--- config.mk ---
export PLATFORM = sky130hd
export DESIGN_NAME = itap_indirect_table_access_port
export DESIGN_NICKNAME = d
export VERILOG_FILES = /design/src/include/itap_pkg.sv /design/src/itap_indirect_table_access_port.sv
export SDC_FILE = /design/constraint.sdc
export NUM_CORES = 1
export LEC_CHECK = 0
export BUFFER_PORTS_ARGS = -buffer_cell sky130_fd_sc_hd__buf_2
export CAP_MARGIN = 15
export CORE_MARGIN = 4
export CORE_UTILIZATION = 44
export CTS_CLUSTER_DIAMETER = 150
export CTS_CLUSTER_SIZE = 24
export DETAILED_ROUTE_END_ITERATION = 16
export GPL_TIMING_DRIVEN = 0
export PLACE_DENSITY = 0.77
export SLEW_MARGIN = 20
export SYNTH_ARGS = -nofsm -noshare
export SYNTH_HDL_FRONTEND = slang
export SYNTH_SLANG_ARGS = --single-unit
--- constraint.sdc ---
create_clock -name pclk -period 2.1 [get_ports pclk]
set_input_delay 0.315 -clock pclk [delete_from_list [all_inputs] [get_ports pclk]]
set_output_delay 0.315 -clock pclk [all_outputs]
set_load 0.01 [all_outputs]
--- src/include/itap_pkg.sv ---
package itap_pkg;

  // ****************************************************************
  // bus and register widths
  // ****************************************************************
  localparam int ITAP_ADDR_W = 12;
  localparam int ITAP_DATA_W = 32;
  localparam int ITAP_REG_W = 16;
  localparam int ITAP_ENTRY_W = 67;
  localparam int ITAP_INDEX_W = 10;
  localparam int ITAP_TOP_W = 3;

  // ****************************************************************
  // register indices as printed; byte address is four times the index
  // ****************************************************************
  localparam logic [ITAP_ADDR_W-1:0] ITAP_IDX_DATA_TOP = 12'h026;
  localparam logic [ITAP_ADDR_W-1:0] ITAP_IDX_DATA_47_32 = 12'h028;
  localparam logic [ITAP_ADDR_W-1:0] ITAP_IDX_DATA_63_48 = 12'h02A;
  localparam logic [ITAP_ADDR_W-1:0] ITAP_IDX_DATA_15_0 = 12'h02C;
  localparam logic [ITAP_ADDR_W-1:0] ITAP_IDX_DATA_31_16 = 12'h02E;
  localparam logic [ITAP_ADDR_W-1:0] ITAP_IDX_COMMAND = 12'h030;
  localparam int ITAP_BYTE_SHIFT = 2;

  // ****************************************************************
  // field positions
  // ****************************************************************
  localparam int ITAP_CMD_DIR_BIT = 12;
  localparam int ITAP_CMD_TBL_HI = 11;
  localparam int ITAP_CMD_TBL_LO = 10;
  localparam int ITAP_CMD_IDX_HI = 9;
  localparam int ITAP_CMD_IDX_LO = 0;
  localparam int ITAP_STAT_PEND_BIT = 7;
  localparam int ITAP_STAT_TOP_HI = 2;
  localparam int ITAP_STAT_TOP_LO = 0;
  localparam int ITAP_SLICE_0_LO = 0;
  localparam int ITAP_SLICE_1_LO = 16;
  localparam int ITAP_SLICE_2_LO = 32;
  localparam int ITAP_SLICE_3_LO = 48;
  localparam int ITAP_SLICE_TOP_LO = 64;

  // ****************************************************************
  // reset values and encodings
  // ****************************************************************
  localparam logic [ITAP_REG_W-1:0] ITAP_REG_RESET = 16'h0000;
  localparam logic [ITAP_TOP_W-1:0] ITAP_TOP_RESET = 3'h0;
  localparam logic [ITAP_DATA_W-1:0] ITAP_RDATA_ZERO = 32'h00000000;
  localparam logic ITAP_DIR_READ = 1'b1;
  localparam logic ITAP_DIR_WRITE = 1'b0;

  typedef enum logic [1:0] {
    ITAP_TBL_STATIC = 2'h0,
    ITAP_TBL_VLAN = 2'h1,
    ITAP_TBL_DYNAMIC = 2'h2,
    ITAP_TBL_COUNTERS = 2'h3
  } itap_table_e;

  typedef enum {
    ITAP_IDLE,
    ITAP_WAIT
  } itap_state_e;

endpackage

--- src/itap_indirect_table_access_port.sv ---
// What this block does
// - every software write to the command register launches exactly one table access.
// - command bit 12 picks the direction, one for a read and zero for a write.
// - command bits 11-10 pick static, vlan, dynamic or counter table as 00, 01, 10, 11.
// - command bits 9-0 give the entry or counter index of the launched access.
// - status bit 7 of the top data register is high while a dynamic or counter read is underway, low after.
// - only dynamic table and counter reads raise that pending bit.
// - entry bits 66-64 show as read-only bits 2-0 of the top data register.
// - the second data register holds entry bits 47-32, host written and read loaded.
// - the third data register holds entry bits 63-48, host written and read loaded.
// - the fourth data register holds entry bits 15-0, host written and read loaded.
// - the fifth data register holds entry bits 31-16, host written and read loaded.
`timescale 1ns/100ps
`default_nettype none
module itap_indirect_table_access_port (
  input wire logic pclk,
  input wire logic presetn,
  input wire logic psel,
  input wire logic penable,
  input wire logic pwrite,
  input wire logic [itap_pkg::ITAP_ADDR_W-1:0] paddr,
  input wire logic [itap_pkg::ITAP_DATA_W-1:0] pwdata,
  output logic [itap_pkg::ITAP_DATA_W-1:0] prdata,
  output logic pready,
  output logic pslverr,
  output logic tbl_req,
  output logic tbl_dir_read,
  output logic [1:0] tbl_select,
  output logic [itap_pkg::ITAP_INDEX_W-1:0] tbl_index,
  output logic [itap_pkg::ITAP_ENTRY_W-1:0] tbl_wdata,
  input wire logic tbl_ack,
  input wire logic [itap_pkg::ITAP_ENTRY_W-1:0] tbl_rdata
);
  import itap_pkg::*;

  // ****************************************************************
  // storage
  // ****************************************************************
  logic [ITAP_REG_W-1:0] d15_0_reg;
  logic [ITAP_REG_W-1:0] d31_16_reg;
  logic [ITAP_REG_W-1:0] d47_32_reg;
  logic [ITAP_REG_W-1:0] d63_48_reg;
  logic [ITAP_TOP_W-1:0] top_reg;
  logic [ITAP_REG_W-1:0] command_reg;
  logic pending_reg;
  logic req_reg;
  logic dir_reg;
  logic [1:0] sel_reg;
  logic [ITAP_INDEX_W-1:0] idx_reg;
  logic [ITAP_DATA_W-1:0] prdata_reg;
  logic pready_reg;
  logic pslverr_reg;
  itap_state_e state_reg;

  // ****************************************************************
  // address decode
  // ****************************************************************
  logic [ITAP_ADDR_W-1:0] a_top;
  logic [ITAP_ADDR_W-1:0] a_47_32;
  logic [ITAP_ADDR_W-1:0] a_63_48;
  logic [ITAP_ADDR_W-1:0] a_15_0;
  logic [ITAP_ADDR_W-1:0] a_31_16;
  logic [ITAP_ADDR_W-1:0] a_cmd;
  logic hit_top;
  logic hit_47_32;
  logic hit_63_48;
  logic hit_15_0;
  logic hit_31_16;
  logic hit_cmd;
  logic mapped;
  logic access_done;
  logic wr_done;
  logic launch;
  logic busy;
  logic stall;
  logic rd_done;
  logic [ITAP_REG_W-1:0] wdata16;
  logic [ITAP_DATA_W-1:0] rd_word;

  assign a_top = ITAP_IDX_DATA_TOP << ITAP_BYTE_SHIFT;
  assign a_47_32 = ITAP_IDX_DATA_47_32 << ITAP_BYTE_SHIFT;
  assign a_63_48 = ITAP_IDX_DATA_63_48 << ITAP_BYTE_SHIFT;
  assign a_15_0 = ITAP_IDX_DATA_15_0 << ITAP_BYTE_SHIFT;
  assign a_31_16 = ITAP_IDX_DATA_31_16 << ITAP_BYTE_SHIFT;
  assign a_cmd = ITAP_IDX_COMMAND << ITAP_BYTE_SHIFT;

  assign hit_top = (paddr == a_top);
  assign hit_47_32 = (paddr == a_47_32);
  assign hit_63_48 = (paddr == a_63_48);
  assign hit_15_0 = (paddr == a_15_0);
  assign hit_31_16 = (paddr == a_31_16);
  assign hit_cmd = (paddr == a_cmd);
  assign mapped = hit_top | hit_47_32 | hit_63_48 | hit_15_0 | hit_31_16 | hit_cmd;

  assign wdata16 = pwdata[ITAP_REG_W-1:0];
  assign access_done = psel & penable & pready_reg;
  assign wr_done = access_done & pwrite & ~pslverr_reg;
  assign launch = wr_done & hit_cmd;
  assign busy = (state_reg == ITAP_WAIT);
  assign rd_done = busy & tbl_ack & dir_reg;
  // a command write waits out a running access instead of being dropped
  assign stall = pwrite & hit_cmd & busy & ~tbl_ack;

  // unmapped addresses, bits 31-16 and unused status bits read as zero, whatever the direction; command bits 15-13 read back as written
  always_comb begin
    rd_word = ITAP_RDATA_ZERO;
    if (hit_top) begin
      rd_word[ITAP_STAT_PEND_BIT] = pending_reg;
      rd_word[ITAP_STAT_TOP_HI:ITAP_STAT_TOP_LO] = top_reg;
    end
    if (hit_47_32) begin
      rd_word[ITAP_REG_W-1:0] = d47_32_reg;
    end
    if (hit_63_48) begin
      rd_word[ITAP_REG_W-1:0] = d63_48_reg;
    end
    if (hit_15_0) begin
      rd_word[ITAP_REG_W-1:0] = d15_0_reg;
    end
    if (hit_31_16) begin
      rd_word[ITAP_REG_W-1:0] = d31_16_reg;
    end
    if (hit_cmd) begin
      rd_word[ITAP_REG_W-1:0] = command_reg;
    end
  end

  // ****************************************************************
  // apb answer, no wait state except a stalled command write; unmapped addresses answer with pslverr
  // ****************************************************************
  always_ff @(posedge pclk or negedge presetn) begin
    if (!presetn) begin
      pready_reg <= 1'b0;
    end else begin
      pready_reg <= psel & ~access_done & ~stall;
    end
  end

  always_ff @(posedge pclk or negedge presetn) begin
    if (!presetn) begin
      pslverr_reg <= 1'b0;
    end else if (psel & ~penable) begin
      pslverr_reg <= ~mapped;
    end else if (access_done) begin
      pslverr_reg <= 1'b0;
    end
  end

  always_ff @(posedge pclk or negedge presetn) begin
    if (!presetn) begin
      prdata_reg <= ITAP_RDATA_ZERO;
    end else if (psel & ~access_done) begin
      prdata_reg <= rd_word;
    end
  end

  // ****************************************************************
  // staging registers, four identical host-written slices
  // ****************************************************************
  itap_stage_slice #(
    .W(ITAP_REG_W),
    .RESET_VALUE(ITAP_REG_RESET)
  ) stage_47_32_inst (
    .pclk(pclk),
    .presetn(presetn),
    .rd_load(rd_done),
    .rd_value(tbl_rdata[ITAP_SLICE_2_LO +: ITAP_REG_W]),
    .wr_load(wr_done & hit_47_32),
    .wr_value(wdata16),
    .value(d47_32_reg)
  );

  itap_stage_slice #(
    .W(ITAP_REG_W),
    .RESET_VALUE(ITAP_REG_RESET)
  ) stage_63_48_inst (
    .pclk(pclk),
    .presetn(presetn),
    .rd_load(rd_done),
    .rd_value(tbl_rdata[ITAP_SLICE_3_LO +: ITAP_REG_W]),
    .wr_load(wr_done & hit_63_48),
    .wr_value(wdata16),
    .value(d63_48_reg)
  );

  itap_stage_slice #(
    .W(ITAP_REG_W),
    .RESET_VALUE(ITAP_REG_RESET)
  ) stage_15_0_inst (
    .pclk(pclk),
    .presetn(presetn),
    .rd_load(rd_done),
    .rd_value(tbl_rdata[ITAP_SLICE_0_LO +: ITAP_REG_W]),
    .wr_load(wr_done & hit_15_0),
    .wr_value(wdata16),
    .value(d15_0_reg)
  );

  itap_stage_slice #(
    .W(ITAP_REG_W),
    .RESET_VALUE(ITAP_REG_RESET)
  ) stage_31_16_inst (
    .pclk(pclk),
    .presetn(presetn),
    .rd_load(rd_done),
    .rd_value(tbl_rdata[ITAP_SLICE_1_LO +: ITAP_REG_W]),
    .wr_load(wr_done & hit_31_16),
    .wr_value(wdata16),
    .value(d31_16_reg)
  );

  // top bits move only on a read; host writes to that register are ignored
  always_ff @(posedge pclk or negedge presetn) begin
    if (!presetn) begin
      top_reg <= ITAP_TOP_RESET;
    end else if (rd_done) begin
      top_reg <= tbl_rdata[ITAP_SLICE_TOP_LO +: ITAP_TOP_W];
    end
  end

  // ****************************************************************
  // command register and launch
  // ****************************************************************
  always_ff @(posedge pclk or negedge presetn) begin
    if (!presetn) begin
      command_reg <= ITAP_REG_RESET;
    end else if (launch) begin
      command_reg <= wdata16;
    end
  end

  // fields are taken from the launching write itself, not the stored copy
  always_ff @(posedge pclk or negedge presetn) begin
    if (!presetn) begin
      dir_reg <= ITAP_DIR_WRITE;
    end else if (launch) begin
      dir_reg <= wdata16[ITAP_CMD_DIR_BIT];
    end
  end

  always_ff @(posedge pclk or negedge presetn) begin
    if (!presetn) begin
      sel_reg <= ITAP_TBL_STATIC;
    end else if (launch) begin
      sel_reg <= wdata16[ITAP_CMD_TBL_HI:ITAP_CMD_TBL_LO];
    end
  end

  always_ff @(posedge pclk or negedge presetn) begin
    if (!presetn) begin
      idx_reg <= '0;
    end else if (launch) begin
      idx_reg <= wdata16[ITAP_CMD_IDX_HI:ITAP_CMD_IDX_LO];
    end
  end

  always_ff @(posedge pclk or negedge presetn) begin
    if (!presetn) begin
      state_reg <= ITAP_IDLE;
    end else begin
      case (state_reg)
        ITAP_IDLE: begin
          if (launch) begin
            state_reg <= ITAP_WAIT;
          end
        end
        ITAP_WAIT: begin
          if (tbl_ack) begin
            state_reg <= ITAP_IDLE;
          end
        end
        default: begin
          state_reg <= ITAP_IDLE;
        end
      endcase
    end
  end

  // request mirrors the busy state: raised by a launch, dropped by the acknowledge
  always_ff @(posedge pclk or negedge presetn) begin
    if (!presetn) begin
      req_reg <= 1'b0;
    end else if (launch & ~busy) begin
      req_reg <= 1'b1;
    end else if (busy & tbl_ack) begin
      req_reg <= 1'b0;
    end
  end

  // ****************************************************************
  // read pending flag
  // ****************************************************************
  always_ff @(posedge pclk or negedge presetn) begin
    if (!presetn) begin
      pending_reg <= 1'b0;
    end else if (launch) begin
      pending_reg <= (wdata16[ITAP_CMD_DIR_BIT] == ITAP_DIR_READ) &
        ((wdata16[ITAP_CMD_TBL_HI:ITAP_CMD_TBL_LO] == ITAP_TBL_DYNAMIC) |
         (wdata16[ITAP_CMD_TBL_HI:ITAP_CMD_TBL_LO] == ITAP_TBL_COUNTERS));
    end else if (rd_done) begin
      pending_reg <= 1'b0;
    end
  end

  // ****************************************************************
  // outputs
  // ****************************************************************
  assign prdata = prdata_reg;
  assign pready = pready_reg;
  assign pslverr = pslverr_reg;
  assign tbl_req = req_reg;
  assign tbl_dir_read = dir_reg;
  assign tbl_select = sel_reg;
  assign tbl_index = idx_reg;
  // staged data is stable for software that stages before launching
  assign tbl_wdata = {top_reg, d63_48_reg, d47_32_reg, d31_16_reg, d15_0_reg};

endmodule

// ****************************************************************
// one host-written staging slice that a finished read reloads
// ****************************************************************
module itap_stage_slice #(
  parameter int W = itap_pkg::ITAP_REG_W,
  parameter logic [W-1:0] RESET_VALUE = '0
) (
  input wire logic pclk,
  input wire logic presetn,
  input wire logic rd_load,
  input wire logic [W-1:0] rd_value,
  input wire logic wr_load,
  input wire logic [W-1:0] wr_value,
  output logic [W-1:0] value
);
  import itap_pkg::*;
  // a finished read beats a host write in the same cycle
  always_ff @(posedge pclk or negedge presetn) begin
    if (!presetn) begin
      value <= RESET_VALUE;
    end else if (rd_load) begin
      value <= rd_value;
    end else if (wr_load) begin
      value <= wr_value;
    end
  end
endmodule
`default_nettype wire

==> impl_metrics.py, run 1 <==
metrics = {
    "die": {
        "start_util_pct": 44.8,
        "die-area_sq_um": 14700,
        "core-area_sq_um": 12600,
        "ios": 232,
        "num_rows": 41,
        "dieHeight_microns": 121,
        "die_w_microns": 121,
    },
    "timing": {
        "period_needed_ps": 2100,
        "setup_viol": 0,
        "fin_worst_skew_ps": 7.12,
        "rsz0062_at_grt": "yes",
        "fmax_mhz": 477,
        "whs_ps": 194,
        "fin_crit_sh_pct": 99.8,
        "worstMarginPinSlew_ps": 614,
        "slew_headroom_pct": 59.1,
        "fin_ws_ps": 3.65,
        "hold_viol_final": 0,
        "slew_viol_final": 0,
    },
    "clock_network": {
        "clkSlewWorstSetupHoldPaths_ps": 70,
        "clk_latency_ps": 350,
        "cts-root-buf": "clkbuf_16",
        "cts_sinks": 104,
        "cts_tree": "built",
        "cts.htree.levels": 3,
        "cts.path.max_buffers": 2,
        "cts_buffers": 9,
    },
    "setup_path": {
        "cp.buffers_inverters": 3,
        "r2r-start": "pslverr",
        "cp-startpoint": "paddr[9]",
        "cp-start-kind": "input port",
        "crit_type": "in -> reg",
        "crit_chain": "buf_2 -> or4b_4 -> or4_4 -> nand3b_1 -> buf_6 -> buf_8 -> o221a_4",
        "cp_top_family": "simple AND/OR/NAND/NOR gates",
        "cp_max_fo": 5,
        "worstPathArrival_ps": 2330,
        "critPathMaxStageDelay_ps": 590,
        "crit_path_end_kind": "register",
        "cp.required_ps": 2340,
        "critical_path.slowest_cell": "or4_4",
        "r2r_slack_ps": 70,
    },
    "hold_path": {
        "min_path_type": "in -> reg",
        "hold_path_startpoint": "tbl_rdata[66]",
    },
    "power_and_ir_drop": {
        "power.density_nw_per_um2": 519,
        "intPower_uw": 2940,
        "ir_worst_vdd_uv": 348,
        "p_sw_uw": 998,
        "p_leak_uw": 0.00379,
        "power.total_uw": 3940,
        "comb_power_share_pct": 9.2,
        "clockPowerShare_pct": 39.7,
        "power.share.switching_pct": 25.4,
        "pwr-share-seq_pct": 51.0,
    },
    "synthesis": {
        "yosysWarnings": 0,
        "synth_area_sq_um": 5640,
        "synth_edf_count": 0,
        "async_reset_ff_share_pct": 100,
        "syn_area_per_cell_sq_um": 9.68,
        "yosysSeqAreaShare_pct": 46.2,
        "synth.most_common_cell": "dfrtp_1",
        "synth.distinct_cells": 46,
        "netlist_instances": 582,
        "synth_ff_type": "dfrtp_1",
        "synthTopCellsByArea": "dfrtp_1 46%, o21ai_0 6.8%, o221a_2 6.4%",
        "yosysTopAreaCellShare_pct": 46.2,
        "yosys_register_bits": 104,
        "ys_top_cells_by_count": "104 x dfrtp_1, 77 x o21ai_0, 44 x nor2_1",
        "synth_area_leader_cell": "dfrtp_1",
    },
    "placed_design": {
        "dp_hpwl_mm": 15.9,
        "gp_congestion": 0.934,
        "numPortBuffers": 196,
        "placed_cells": 966,
        "preCtsSetupSlack_ps": -811,
    },
    "global_route": {
        "antenna_found_initial": 1,
        "grt_pass1_vias": 5381,
        "grt_start_max_net_pins": 54,
        "overflow": 0,
        "track_usage_pct": 28.8,
        "grt_pass1_wl_mm": 31.7,
    },
    "routing": {
        "via_per_inst": 5.76,
        "via_count": 5730,
        "wirelength_mm": 21.3,
        "drtIter0Drc": 558,
        "drc": 0,
        "avgRoutedWirePerCell_microns": 21.5,
        "first_pass_iters": 5,
        "antenna_left": 0,
    },
    "cells_and_area": {
        "multi_input_area_sq_um": 2880,
        "area_delta_synth_final_pct": 34.7,
        "final_net_count": 934,
        "fin_cells": 995,
        "fillers": 1157,
        "regArea_sq_um": 2600,
        "drive_gt1_share_pct": 45.9,
    },
    "run_status": {
        "status": "finished, final reports clean",
    },
    "run": {
        "maxCapViolations": 0,
    },
}
-- layout make-up --
class,instances,share of cell area (%)
diodes,1,0.0330
plain buffers,74,6.08
clock buffers,10,3.02
clock inverters,6,0.478
inverters,8,0.396
multi-input cells,411,38.0
flip-flops and latches,104,34.3
well taps,172,2.84
repair buffers,209,14.9
-- cell families (layout without fill, tap and decap cells) --
logic type	Yosys count	in the layout	share of synthesized area, %
and+or+nand+nor	184	184	17.7
other	1	17	0.0665
muxes	36	36	7.37
buffers and inverters	82	307	7.55
AOI/OAI and AO/OA	175	175	21.1
DFF	104	104	46.2
-- placed cells by master (no fill, tap or decap), types with 2 or more instances in the layout --
cell type	instances
buf_2	197
dfrtp_1	104
o21ai_0	73
nor2_1	42
buf_4	35
nand3_1	33
or2_2	32
a31oi_1	32
nand2_1	26
clkbuf_1	21
nand3b_1	19
o221a_4	17
mux2_2	16
conb_1	16
o221a_2	15
clkbuf_2	14
mux2i_1	13
and3_1	11
a211oi_1	11
clkbuf_16	9
inv_1	8
buf_6	7
mux2_4	7
a21oi_1	5
o22ai_1	4
a32oi_1	4
o21ai_1	4
clkinv_2	4
buf_8	3
or4_4	2
buf_1	2
nand4b_1	2
nor2_2	2
o21ai_4	2
and4b_1	2
clkbuf_4	2
a21o_1	2
-- worst reg2reg max path, cell delays in order (launching register included) --
cell	delay, ps
dfrtp_1	390
nand4b_1	250
or4_4	520
nand3b_1	210
buf_6	170
buf_8	140
o221a_4	250
-- metrics by stage --
stage / utilization, % / setup TNS, ps / cell area, sq um
after floorplan: - / -4240 / 5810
after global placement: 55.7 / -91360 / 7000
after detailed placement: 56.0 / -48690 / 7040
after CTS: 59.6 / 0 / 7490
after global routing: 60.4 / -10.6 / 7590
final: 60.4 / 0 / 7590
-- per-layer routing --
layer	track usage (%)	routed length (microns)	vias to the layer above
met3	5.45	2140	56
met1	39.0	8440	2731
li1	-	-	2586
met4	12.8	889	0
met5	0	0	-
met2	44.9	9880	357
-- power groups by stage --
stage	combinational (uW)	clock (uW)	sequential, uW
after floorplan	120	0	2050
after global placement	335	0	2050
after detailed placement	346	0	2050
final	364	1570	2010
after CTS	356	1560	2010
after global routing	393	1650	2010
-- final timing paths --
kind	to	depth (start not counted)
worst max-delay path	stage_63_48_inst.value[14]	7
worst min-delay path	top_reg[2]	2
worst max register to register	stage_63_48_inst.value[14]	6
worst min register to register	prdata[3]	2
max in group asynchronous	prdata[5]	3
min in group asynchronous	stage_31_16_inst.value[14]	2
-- what timing repair did --
action,in CTS,in global routing
gates resized for setup,28,40
buffers inserted,8,2
endpoints found under the hold margin,52,0
gates cloned,1,0
pin swaps,3,5
setup endpoints to repair,97,82
hold buffers,1,0
Power figures use the tool's default switching activity.
==> run 2: changes to the inputs <==
Settings changed: CORE_UTILIZATION 44 to 30, PLACE_DENSITY 0.77 to not set.
==> run 2 against run 1 <==
  * The run now ends with setup timing left
  * Combinational power grew 2%
  * Total power grew 5.8%
  * Clock-buffer cell count grew 2
  * Maximum frequency shrank 2.2%
  * Core utilization shrank 18 points
  * Via count shrank 2.8%
  * Hold slack gained 9.8 ps
  * Register-to-register slack lost 110 ps
  * Highest routed layer is now met5
  * Critical endpoint is now stage_63_48_inst.value[1]
  * Non-clock buffer count shrank 2
==> impl_metrics.py, run 2 (same netlist as run 1, synthesis figures left out) <==
metrics = {
    "setup_path": {
        "cp.buffers_inverters": 2,
        "cp.required_ps": 2340,
        "crit_type": "reg -> reg",
        "cp_top_family": "simple AND/OR/NAND/NOR gates",
        "r2r-start": "pslverr",
        "timing.rr.end": "stage_63_48_inst.value[1]",
        "crit_chain": "nand4b_1 -> or4_4 -> nand3b_1 -> buf_6 -> buf_8 -> o221a_2",
        "cp-start-kind": "register",
        "cp_max_fo": 6,
        "critical_path.slowest_cell": "or4_4",
        "r2r_slack_ps": -40,
        "critPathMaxStageDelay_ps": 550,
        "worstPathArrival_ps": 2380,
        "crit_path_end_kind": "register",
        "rr_worst_depth": 6,
    },
    "timing": {
        "fin_worst_skew_ps": 10.5,
        "fin_crit_sh_pct": 102,
        "hold_viol_final": 0,
        "fmax_mhz": 466,
        "setup_viol": 18,
        "worstMarginPinSlew_ps": 665,
        "period_needed_ps": 2140,
        "setup_tns_ps": -575,
        "rsz0062_at_grt": "yes",
        "fin_ws_ps": -44.1,
        "slew_viol_final": 0,
        "slew_headroom_pct": 55.3,
    },
    "cells_and_area": {
        "area_delta_synth_final_pct": 36.8,
        "final_common_cell": "buf_2",
        "post-route-util_pct": 42.3,
        "drive_gt1_share_pct": 45.9,
        "layout_common_cells": "199 x buf_2, 104 x dfrtp_1, 76 x o21ai_0",
        "final_net_count": 932,
        "diodes": 0,
        "fillers": 1813,
    },
    "clock_network": {
        "cts_sinks": 104,
        "cts.path.max_buffers": 2,
        "cts.htree.levels": 3,
        "cts_buffers": 9,
        "cts-root-buf": "clkbuf_16",
        "clkSlewWorstSetupHoldPaths_ps": 70,
        "cts_tree": "built",
        "clk_latency_ps": 350,
    },
    "die": {
        "num_rows": 49,
        "die_w_microns": 145,
        "ios": 232,
        "core-area_sq_um": 18200,
        "die-area_sq_um": 21000,
        "start_util_pct": 30.9,
        "dieHeight_microns": 145,
    },
    "routing": {
        "avgRoutedWirePerCell_microns": 22.1,
        "first_pass_iters": 5,
        "via_count": 5568,
        "antenna_left": 0,
        "drc": 0,
        "via_per_inst": 5.31,
        "wirelength_mm": 23.2,
        "drtIter0Drc": 422,
    },
    "global_route": {
        "grt_util_met3_pct": 4.80,
        "top_usage_layer": "met2",
        "overflow": 0,
        "gr-usage-met1_pct": 30.4,
        "grt_pass1_wl_mm": 34.5,
        "grt_pass1_vias": 5507,
        "grt_start_max_net_pins": 74,
        "grtUsageMet2_pct": 33.3,
        "track_usage_pct": 21.3,
        "antenna_found_initial": 2,
    },
    "placed_design": {
        "dp_hpwl_mm": 17.7,
        "numPortBuffers": 196,
        "gp_congestion": 0.899,
    },
    "hold_path": {
        "worst_hold_path.num_cells": 2,
        "whs_endpoint": "top_reg[2]",
        "hold_path_startpoint": "tbl_rdata[66]",
        "min_path_type": "in -> reg",
    },
    "run_status": {
        "status": "finished, violations left",
        "violations": "setup timing",
    },
    "run": {
        "maxCapViolations": 0,
    },
    "power_and_ir_drop": {
        "p_leak_uw": 0.00383,
        "ir_worst_vdd_uv": 399,
        "power.density_nw_per_um2": 540,
    },
}
==> run 2: per-stage QoR <==
| step | instance area, sq um | setup WS [ps] | power, uW | hold slack, ps | cells |
|---|---|---|---|---|---|
| 2_1_floorplan | 5810 | -283 | 2170 | 19.4 | 597 |
| 3_3_place_gp | 7070 | -841 | 2400 | 460 | 1022 |
| 3_5_place_dp | 7110 | -846 | 2400 | 232 | 1023 |
| 4_1_cts | 7540 | 2.08 | 4160 | 196 | 1046 |
| 5_1_grt | 7710 | -101 | 4280 | 198 | 1049 |
| 6_report | 7710 | -44.1 | 4170 | 204 | 1049 |
==> run 2: metal layers <==
layer  wire length (microns)  up-vias  share of wire [%]
met1                   10400     2712                 45
met3                    1800       22                7.8
met5                      22        -              0.095
met4                     301        4                1.3
li1                        -     2580                  -
met2                   10700      250                 46
==> run 2: how the worst max path moves through the flow <==
stage / start / end / slack, ps / depth (start not counted)
after floorplan: paddr[10] / command_reg[10] / -280 / 6
after global placement: paddr[3] / command_reg[10] / -840 / 6
after detailed placement: paddr[3] / command_reg[10] / -850 / 6
after CTS: paddr[10] / stage_63_48_inst.value[7] / 2 / 7
after global routing: pslverr / stage_47_32_inst.value[0] / -100 / 5
final: pslverr / stage_63_48_inst.value[1] / -40 / 6
==> run 2: power breakdown <==
group	switching, uW	internal (uW)
registers	4.13	2010
logic	236	137
clock network	789	994
total	1030	3140
==> run 2: what timing repair did <==
item / in CTS / in global routing
cloned: 0 / 1
hold buffers: 1 / 0
pin swaps: 2 / 2
resized for setup: 24 / 35
hold endpoints to repair: 31 / 0
setup endpoints to repair: 95 / 90
setup buffers: 6 / 2
==> run 2: final cells by class <==
cell class                 instances  area (sq um)  share of cell area (%)
multi-input combinational        411          2900                    37.6
sequential                       104          2600                    33.8
timing repair buffer             207          1120                    14.5
buffer                            74           458                    5.94
tap                              229           287                    3.72
clock buffer                      12           256                    3.33
clock inverter                     4          51.3                   0.666
inverter                           8          30.0                   0.390
